File: src/stio_params.svh
// Purpose: constants for the status and trigger pin block
// Assumes: 25 MHz system clock
// Notes:   offsets are byte addresses on the APB slave
`ifndef STIO_PARAMS_SVH
`define STIO_PARAMS_SVH

`define STIO_CLK_HZ         25000000
`define STIO_TRIG_MIN_NS    30000
// least width rounds up to whole cycles
`define STIO_TRIG_CYC       ((`STIO_TRIG_MIN_NS * 25 + 999) / 1000)

`define STIO_OFF_CTRL       12'h000
`define STIO_OFF_STAT       12'h004
`define STIO_OFF_CMD        12'h008

`define STIO_CTRL_STINV     0
`define STIO_CTRL_TRINV     1
`define STIO_CTRL_TRDIR     2
`define STIO_CTRL_TGT_LO    3
`define STIO_CTRL_TGT_HI    4
`define STIO_CTRL_LSRC      5
`define STIO_CTRL_RST       32'h0000_0000

`define STIO_STAT_OUTON     0
`define STIO_STAT_PIN       1
`define STIO_STAT_PULSE     2
`define STIO_STAT_CNT_LO    8
`define STIO_STAT_CNT_HI    15

`define STIO_CMD_FIRE       0

`endif

File: src/stio_pkg.sv
// Purpose: types for the status and trigger pin block
// Assumes: nothing
// Notes:   none
package stio_pkg;
  typedef enum logic [1:0] {
    STIO_TGT_METER = 2'h0,
    STIO_TGT_LOG   = 2'h1,
    STIO_TGT_LIST  = 2'h2,
    STIO_TGT_NONE  = 2'h3
  } stio_tgt_e;

  typedef enum logic [2:0] {
    STIO_IDLE  = 3'h1,
    STIO_LOW   = 3'h2,
    STIO_WAITH = 3'h4
  } stio_rx_e;
endpackage

File: src/stio_pins.sv
// Purpose: off-status pin and bidirectional trigger pin with APB registers
// Assumes: single 25 MHz clock, pins asynchronous to it
// Notes:   trigger pin is tri-state style: enable high while driving, both levels driven
//
// Functional notes
// - status pin high while output is off
// - status pin low while output is on
// - inversion flips status level both states
// - inversion applies to received and driven signals
// - trigger pin direction chosen by configuration
// - output pulse low for minimum width
// - input pulse starts the selected function
// - list starts only with external source
`timescale 1ns/1ps
`include "stio_params.svh"

module stio_pins
  import stio_pkg::*;
(
  input  wire logic        clk_sys,
  input  wire logic        rst_b,
  input  wire logic        psel,
  input  wire logic        penable,
  input  wire logic        pwrite,
  input  wire logic [11:0] paddr,
  input  wire logic [31:0] pwdata,
  output logic      [31:0] prdata,
  output logic             pready,
  output logic             pslverr,
  input  wire logic        outputOn,
  input  wire logic        intTrigger,
  output logic             statusPinOut,
  input  wire logic        trigPinIn,
  output logic             trigPinOut,
  output logic             trigPinOe,
  output logic             startMeter,
  output logic             startLog,
  output logic             startList
);

  localparam int unsigned TRIG_CYC = `STIO_TRIG_CYC;

  function automatic logic applyInv(input logic lvl, input logic inv);
    applyInv = lvl ^ inv;
  endfunction

  ////////////////////////////////////////////////////////////////////////
  // register map, one word each:
  //   CTRL rw  bit0 status invert, bit1 trigger invert, bit2 direction
  //            out(1)/in(0), bits4:3 start target, bit5 list source ext
  //   STAT ro  bit0 output switch, bit1 synchronised pin, bit2 pulse
  //            active, bits15:8 accepted input triggers (wraps)
  //   CMD  wo  bit0 fires a trigger pulse; ignored in input direction
  // unmapped offsets answer with pslverr and read as zero; every
  // access completes with no wait state, so pready is tied high

  // one-hot register select, shared by the write and error paths
  function automatic logic [2:0] regSel(input logic [11:0] addr);
    logic [2:0] sel;
    sel = 3'h0;
    case (addr)
      `STIO_OFF_CTRL: sel = 3'h1;
      `STIO_OFF_STAT: sel = 3'h2;
      `STIO_OFF_CMD:  sel = 3'h4;
      default:        sel = 3'h0;
    endcase
    return sel;
  endfunction

  // start line picked by the target field; list also needs an
  // external source, a manual source leaves the pulse unused
  function automatic logic [2:0] startSel(input logic [1:0] tgt,
                                          input logic       listExt);
    logic [2:0] hot;
    hot = 3'h0;
    case (tgt)
      STIO_TGT_METER: hot = 3'h1;
      STIO_TGT_LOG:   hot = 3'h2;
      STIO_TGT_LIST:  hot = listExt ? 3'h4 : 3'h0;
      default:        hot = 3'h0;
    endcase
    return hot;
  endfunction

  ////////////////////////////////////////////////////////////////////////
  logic        statusInv_q;
  logic        trigInv_q;
  logic        trigDirOut_q;
  logic [1:0]  target_q;
  logic        listSrcExt_q;
  logic        swFire;
  logic        rxSync1_q;
  logic        rxSync2_q;
  logic        txActive_q;
  logic [10:0] txCnt_q;
  logic [10:0] rxCnt_q;
  logic [7:0]  acceptCnt_q;
  logic        rxFire;
  stio_rx_e    rxState_q;

  logic [2:0]  regHit;
  logic        access;
  logic        wrCtrl;
  logic        mapped;
  logic [2:0]  startHot;

  assign access  = psel && penable;
  assign regHit  = regSel(paddr);
  assign wrCtrl  = access && pwrite && regHit[0];
  assign mapped  = |regHit;

  assign pready  = 1'b1;
  assign pslverr = access && !mapped;
  // a write to CMD is a strobe: nothing of it is stored
  assign swFire  = access && pwrite && regHit[2] &&
                   pwdata[`STIO_CMD_FIRE];

  // status inversion acts on the driven status pin, trigger inversion on the trigger pin in both directions
  always_ff @(posedge clk_sys or negedge rst_b) begin
    if (!rst_b) begin
      statusInv_q <= 1'b0;
      trigInv_q   <= 1'b0;
    end else if (wrCtrl) begin
      statusInv_q <= pwdata[`STIO_CTRL_STINV];
      trigInv_q   <= pwdata[`STIO_CTRL_TRINV];
    end
  end

  // direction of the trigger pin
  always_ff @(posedge clk_sys or negedge rst_b) begin
    if (!rst_b) begin
      trigDirOut_q <= 1'b0;
    end else if (wrCtrl) begin
      trigDirOut_q <= pwdata[`STIO_CTRL_TRDIR];
    end
  end

  // start target and list trigger source
  always_ff @(posedge clk_sys or negedge rst_b) begin
    if (!rst_b) begin
      target_q     <= 2'h0;
      listSrcExt_q <= 1'b0;
    end else if (wrCtrl) begin
      target_q     <= pwdata[`STIO_CTRL_TGT_HI:`STIO_CTRL_TGT_LO];
      listSrcExt_q <= pwdata[`STIO_CTRL_LSRC];
    end
  end

  always_ff @(posedge clk_sys or negedge rst_b) begin
    if (!rst_b) begin
      prdata <= 32'h0000_0000;
    end else if (psel && !penable && !pwrite) begin
      prdata <= 32'h0000_0000;
      case (paddr)
        `STIO_OFF_CTRL: begin
          prdata[`STIO_CTRL_STINV] <= statusInv_q;
          prdata[`STIO_CTRL_TRINV] <= trigInv_q;
          prdata[`STIO_CTRL_TRDIR] <= trigDirOut_q;
          prdata[`STIO_CTRL_TGT_HI:`STIO_CTRL_TGT_LO] <= target_q;
          prdata[`STIO_CTRL_LSRC]  <= listSrcExt_q;
        end
        `STIO_OFF_STAT: begin
          prdata[`STIO_STAT_OUTON] <= outputOn;
          prdata[`STIO_STAT_PIN]   <= rxSync2_q;
          prdata[`STIO_STAT_PULSE] <= txActive_q;
          prdata[`STIO_STAT_CNT_HI:`STIO_STAT_CNT_LO] <= acceptCnt_q;
        end
        default: begin
          prdata <= 32'h0000_0000;
        end
      endcase
    end
  end

  ////////////////////////////////////////////////////////////////////////
  // status pin: off reads high, on reads low, inversion flips both
  always_ff @(posedge clk_sys or negedge rst_b) begin
    if (!rst_b) begin
      statusPinOut <= 1'b1;
    end else begin
      statusPinOut <= applyInv(!outputOn,
                          statusInv_q);
    end
  end

  ////////////////////////////////////////////////////////////////////////
  // trigger output: low-going pulse; a retrigger during it restarts width
  always_ff @(posedge clk_sys or negedge rst_b) begin
    if (!rst_b) begin
      txActive_q <= 1'b0;
      txCnt_q    <= 11'h000;
    end else if (trigDirOut_q && (intTrigger || swFire)) begin
      txActive_q <= 1'b1;
      txCnt_q    <= 11'(TRIG_CYC - 1);
    end else if (txActive_q) begin
      // ends at zero: exactly the minimum width low, no cycle short
      if (txCnt_q == 11'h000) begin
        txActive_q <= 1'b0;
      end else begin
        txCnt_q <= txCnt_q - 11'h001;
      end
    end
  end

  // pin idles high and an asserted pulse is low; inversion swaps both levels on request
  always_ff @(posedge clk_sys or negedge rst_b) begin
    if (!rst_b) begin
      trigPinOut <= 1'b1;
      trigPinOe  <= 1'b0;
    end else begin
      trigPinOut <= applyInv(!txActive_q, trigInv_q);
      trigPinOe  <= trigDirOut_q;
    end
  end

  ////////////////////////////////////////////////////////////////////////
  always_ff @(posedge clk_sys or negedge rst_b) begin
    if (!rst_b) begin
      rxSync1_q <= 1'b1;
      rxSync2_q <= 1'b1;
    end else begin
      // only the second stage is read; the first may still be settling
      rxSync1_q <= trigPinIn;
      rxSync2_q <= rxSync1_q;
    end
  end

  // asserted level is low unless inverted
  wire rxAsserted = !applyInv(rxSync2_q, trigInv_q);

  // accept once the level has held for the minimum width, then wait for
  // release so one long pulse fires one start only
  always_ff @(posedge clk_sys or negedge rst_b) begin
    if (!rst_b) begin
      rxState_q <= STIO_IDLE;
      rxCnt_q   <= 11'h000;
    end else begin
      case (rxState_q)
        STIO_IDLE: begin
          rxCnt_q <= 11'h000;
          if (!trigDirOut_q && rxAsserted) begin
            rxState_q <= STIO_LOW;
          end
        end
        STIO_LOW: begin
          if (!rxAsserted || trigDirOut_q) begin
            rxState_q <= STIO_IDLE;
          end else if (rxCnt_q == 11'(TRIG_CYC - 2)) begin
            rxState_q <= STIO_WAITH;
          end else begin
            rxCnt_q <= rxCnt_q + 11'h001;
          end
        end
        STIO_WAITH: begin
          if (!rxAsserted) begin
            rxState_q <= STIO_IDLE;
          end
        end
        default: begin
          rxState_q <= STIO_IDLE;
        end
      endcase
    end
  end

  // fires in the last counting cycle; the state moves on at that edge
  assign rxFire = (rxState_q == STIO_LOW) && rxAsserted && !trigDirOut_q &&
                  (rxCnt_q == 11'(TRIG_CYC - 2));

  // rxFire lasts one cycle, so each start strobe is one cycle wide
  assign startHot = rxFire ? startSel(target_q, listSrcExt_q) : 3'h0;

  always_ff @(posedge clk_sys or negedge rst_b) begin
    if (!rst_b) begin
      startMeter <= 1'b0;
      startLog   <= 1'b0;
      startList  <= 1'b0;
    end else begin
      startMeter <= startHot[0];
      startLog   <= startHot[1];
      startList  <= startHot[2];
    end
  end

  always_ff @(posedge clk_sys or negedge rst_b) begin
    if (!rst_b) begin
      acceptCnt_q <= 8'h00;
    end else if (rxFire) begin
      // counts every accepted pulse, whatever the target; wraps at 255
      acceptCnt_q <= acceptCnt_q + 8'h01;
    end
  end

endmodule

File: config.mk
export PLATFORM = sky130hd
export DESIGN_NAME = stio_pins
export DESIGN_NICKNAME = d
export VERILOG_FILES = /design/src/stio_pkg.sv /design/src/stio_pins.sv
export VERILOG_INCLUDE_DIRS = /design/src
export SDC_FILE = /design/constraint.sdc
export NUM_CORES = 1
export LEC_CHECK = 0
export CORE_MARGIN = 3
export CORE_UTILIZATION = 30
export CTS_CLUSTER_DIAMETER = 200
export DETAILED_ROUTE_END_ITERATION = 6
export DONT_BUFFER_PORTS = 1
export PLACE_DENSITY = 0.5
export SYNTH_ARGS = -nofsm -noshare
export SYNTH_HDL_FRONTEND = slang
export SYNTH_SLANG_ARGS = --single-unit
File: constraint.sdc
create_clock -name clk_sys -period 2.1 [get_ports clk_sys]
set_clock_uncertainty 0.05 [all_clocks]
set_input_delay 0.21 -clock clk_sys [delete_from_list [all_inputs] [get_ports clk_sys]]
set_output_delay 0.21 -clock clk_sys [all_outputs]
set_load 0.01 [all_outputs]
Yosys cells after proc, flatten, opt, wreduce, memory -nomap -nowiden
Index checks and enable logic that the tools add are counted.
- memories: 0
- bits in registers: 62
- input bits: 52
- word-level logic and storage cells: 91
- ROM bits: 0
- bits in latches: 0
- output and inout port bits: 40
- memory bits (writable): 0
- bitwise operators: 3
- equal/unequal tests: 14
- $mul: 0
- magnitude comparators: 0
- reductions and logical operators: 31
- divide/modulo/power cells: 0
- add/subtract/negate cells: 3
- mux-type cells: 21
- shift-type cells: 0
- operators by type and width (cell ; number):
    two-way mux 11 bit ; 5
    case mux 3 bit (3 select lines) ; 3
    case mux 11 bit (2 select lines) ; 1
    two-way mux 3 bit ; 7
    logical AND 1 bit ; 13
    == test 12 x 3 -> 1 bit (second input constant) ; 1
    == test 12 x 4 -> 1 bit (second input constant) ; 1
    logical NOT 12 bit ; 1
    adder 11 x 1 -> 11 bit (second input constant) ; 1
    == test 11 x 10 -> 1 bit (second input constant) ; 1
    logical NOT 11 bit ; 1
    subtractor 11 x 1 -> 11 bit (second input constant) ; 1
    inequality test 2 bit (second input constant) ; 5
    adder 8 x 1 -> 8 bit (second input constant) ; 1
    two-way mux 8 bit ; 1
    logical NOT 1 bit ; 7
    case mux 3 bit (2 select lines) ; 1
    AND reduction 3 bit ; 2
    nonzero test 2 bit ; 2
    == test 3 x 1 -> 1 bit (second input constant) ; 1
    == test 3 x 2 -> 1 bit (second input constant) ; 1
    == test 3 bit (second input constant) ; 1
    two-way mux 1 bit ; 3
    inequality test 3 bit (second input constant) ; 1
    7 further kinds ; 10

Longest topological paths before layout
- word-level depth: 8
- gate-level depth with buffers: 7
- gate-level depth less buffers: 6

Worst setup path before layout
No wires, ideal clock.
- kind: register to register
- start point: reg rxCnt_q[0]
- end point: reg acceptCnt_q[1]
- arrival time: 2021 ps
- path slack: -99 ps
- cell stages (with the launch flop): 8
- cell sequence: dfrtp_1 -> inv_1 -> ha_1 -> or3b_4 -> or4_4 -> buf_6 -> nor2_2 -> mux2_1
- cells in the longest elaborated chain, start to end: 2
- ends and longest elaborated chain (item ; line ; text):
    start: declaration ; stio_pins.sv:96 ; logic [10:0] rxCnt_q;
    start signal: assignment ; stio_pins.sv:251 ; rxCnt_q <= rxCnt_q + 11'h001;
    == test 11 x 10 -> 1 bit ; stio_pins.sv:268 ; (rxCnt_q == 11'(TRIG_CYC - 2));
    logical AND 1 bit ; stio_pins.sv:267 ; assign rxFire = (rxState_q == STIO_LOW) && rxAsserted && !trigDirOut_q &&
    end signal: assignment ; stio_pins.sv:290 ; acceptCnt_q <= acceptCnt_q + 8'h01;
    end: declaration ; stio_pins.sv:97 ; logic [7:0] acceptCnt_q;
No other way between the ends.
A chain may end at the register's enable or synchronous reset.

Worst setup path after layout
Ends and elaborated chain as after synthesis.

==> impl_metrics.ini <==
[sta]
fin_tns_setup_ns = 0
rsz0062_at_grt = yes
hold_viol = 0
timing_max_transition_violations_final = 0
finalCritPeriodShare_pct = 99.63
relSlewSlack_pct = 62.41
setup_ws_ns = 0.007713
worst_pin_slew_ns = 0.5639
finalCriticalPeriod_ns = 2.092
finalSetupViolations = 0
clock.fmax_ghz = 0.4779

[global_routing]
grt_max_degree = 63
grt.total_usage_pct = 12.46
grt_pass1_wl_mm = 11.25
antenna_found_initial = 0
overflow = 0
first_global_vias = 2179

[detailed_routing]
vias_per_cell = 4.939
wl_met1_mm = 3.232
highest_layer = met4
routed_wl_mm = 7.020
wl_met3_um = 295
ant_nets = 0
wl_met2_mm = 3.410
vias = 2282
drtIter0Drc = 95
wl_per_cell_um = 15.19
drc = 0
dr.pass1.iters = 4

[critical_path]
crit_slowest_cell = or4_4
worstSetupEndpointType = flip-flop
crit_path_max_incr_delay_ns = 0.51
path_max_fanout = 7
path_class = reg2reg
arrival_ns = 2.26
critical_path.cell_chain = inv_2, ha_4, or3b_4, or4_4, nor2_4, mux2_4
worst_setup_path_start_kind = flip-flop
cp.required_ns = 2.27

[yosys]
synth_area_per_cell_um2 = 11.00
postSynthCellCount = 285
yosysTopAreaCell = dfrtp_1
yosysUniqueCellTypes = 56
synth_edf_count = 0
ys_top_cells_by_area = dfrtp_1 45%, buf_4 4.8%, dfstp_2 4.2%, a22o_1 3.4%, mux2_2 2.5%
synth.most_common_cell = dfrtp_1
synth_top_flop_cell = dfrtp_1
ys_seq_area_share_pct = 49.68
async_flop_share_pct = 100.0
synth_area_mm2 = 0.003136
synth_top_area_share_pct = 45.49
yosys_warnings = 0
synth_commonest_cells = 57 x dfrtp_1, 20 x buf_4, 20 x nand2_1, 15 x nor2_1, 12 x a22o_1
synth-seq-cells = 62

[final_layout]
area_growth_pct = 19.91
final_layout_size_suffix_gt1_share_pct = 24.92
diodes = 0
fin_nets = 381

[place]
hpwl_mm = 5.042
port_buffers = 0
place_ws_ns = -0.02208
gp_congestion = 0.7966

[die]
rows = 36
ios = 92
start_util_pct = 31.50
core_area_mm2 = 0.009955
die-width_um = 108.2
die_area_mm2 = 0.01171
die_y_um = 108.2

[cts]
cts_tree = done
cts_buffers = 9
ctsLongestPathBuffers = 2
cts-root-buf = clkbuf_8
ctsHtreeMaxLevel = 3
clk_pin_slew_ns = 0.07
cts_sinks = 62
clk_latency_ns = 0.34

[run]
maxCapViolations = 0

[status]
outcome = finished, final reports clean

[hold_path]
min_path_type = in2reg

[power_and_ir_drop]
powerDensity_mw_per_mm2 = 813.7
ir_drop_mv = 0.2832
p_leak_nw = 1.649
## kinds of logic after synthesis
group | count (synthesis) | synth area share, %
buffers and inverters | 31 | 6.384
AND/OR/NAND/NOR | 114 | 22.91
flip-flops | 62 | 49.68
AO/OA/AOI/OAI | 45 | 10.81
other | 2 | 0.2395
multiplexers | 10 | 3.512
XOR/XNOR | 16 | 4.469
adder cells (fa/ha/maj) | 5 | 1.995
## what timing repair did
action / in CTS / in global routing
resized for setup: 5 / 9
endpoints found under the setup margin: 3 / 10
hold buffers: 10 / 0
pin swaps: 1 / 3
endpoints found under the hold margin: 71 / 0
setup buffers: 1 / 0
## critical path: cells and delay by family (launching register included)
family / cells / cell delay (ns)
multiplexers: 1 / 0.30
buffers and inverters: 1 / 0.07
adder cells (fa/ha/maj): 1 / 0.12
AND/OR/NAND/NOR: 3 / 1.03
flip-flops: 1 / 0.40
## report_power, final
part           switching [W]  internal, W  total, W  leakage, nW
clock               0.000472     0.000578   0.00105       0.0964
combinational       0.000316     0.000285  0.000601        0.742
sequential          0.000111      0.00130   0.00141        0.811
total               0.000898      0.00216   0.00306         1.65
## layer usage
metal / GRT usage [%] / up-vias
li1: - / 1092
met1: 16.21 / 1148
met2: 19.54 / 35
met3: 4.000 / 7
met4: 4.328 / 0
met5: 0 / -
## registers in the layout, indices dropped and copies added, names as in the netlist, 2 cells and up
name and count:
prdata 14, rxCnt_q 11, txCnt_q 11, acceptCnt_q 8, rxState_q 3, target_q 2
## stage by stage
step	instance area [um2]	util, %	hold slack [ns]	total power, W	instances
floorplan	3208	-	-0.1356	0.001786	302
global placement	3391	34.06	-0.1342	0.001951	435
detailed placement	3391	34.06	-0.1342	0.001961	435
CTS	3726	37.43	0.1101	0.003090	462
global route	3760	37.77	0.1333	0.003237	462
finish	3760	37.77	0.1234	0.003059	462
## path summary, 6_finish.rpt
check	endpoint	startpoint	cells past startpoint	slack, ns
max in group asynchronous	rxSync2_q	rst_b	2	1.35
worst min register to register	rxSync2_q	rxSync1_q	0	0.31
worst min-delay path	txActive_q	intTrigger	2	0.12
worst max register to register	acceptCnt_q[1]	rxCnt_q[0]	6	0.008
worst max-delay path	acceptCnt_q[1]	rxCnt_q[0]	6	0.008
min in group asynchronous	prdata[4]	rst_b	2	0.34
## cell usage in the layout, fill, tap and decap left out, types with 4 or more instances in the layout
| cell | count |
|---|---|
| nor4_1 | 6 |
| nand4_1 | 5 |
| a22o_1 | 12 |
| a21oi_1 | 8 |
| and3_1 | 4 |
| mux2_2 | 7 |
| nor3_1 | 8 |
| conb_1 | 19 |
| dfrtp_1 | 57 |
| nand2_1 | 20 |
| a221o_1 | 4 |
| nand3_1 | 9 |
| clkbuf_8 | 10 |
| o211ai_1 | 4 |
| or3_1 | 5 |
| nor2_1 | 15 |
| xor2_1 | 9 |
| inv_2 | 4 |
| dlygate4sd3_1 | 9 |
| buf_4 | 26 |
| xnor2_1 | 7 |
| nand2b_1 | 5 |
| and2_1 | 6 |
| dfstp_2 | 5 |
## layout make-up
cell class / instances / area [um2]
repair buffers: 36 / 312.8
multi-input cells: 209 / 1508
clock inverters: 4 / 47.55
fillers: 976 / 6195
flip-flops and latches: 62 / 1558
well taps: 133 / 166.4
clock buffers: 12 / 145.1
inverters: 6 / 22.52
Power figures use the tool's default switching activity.
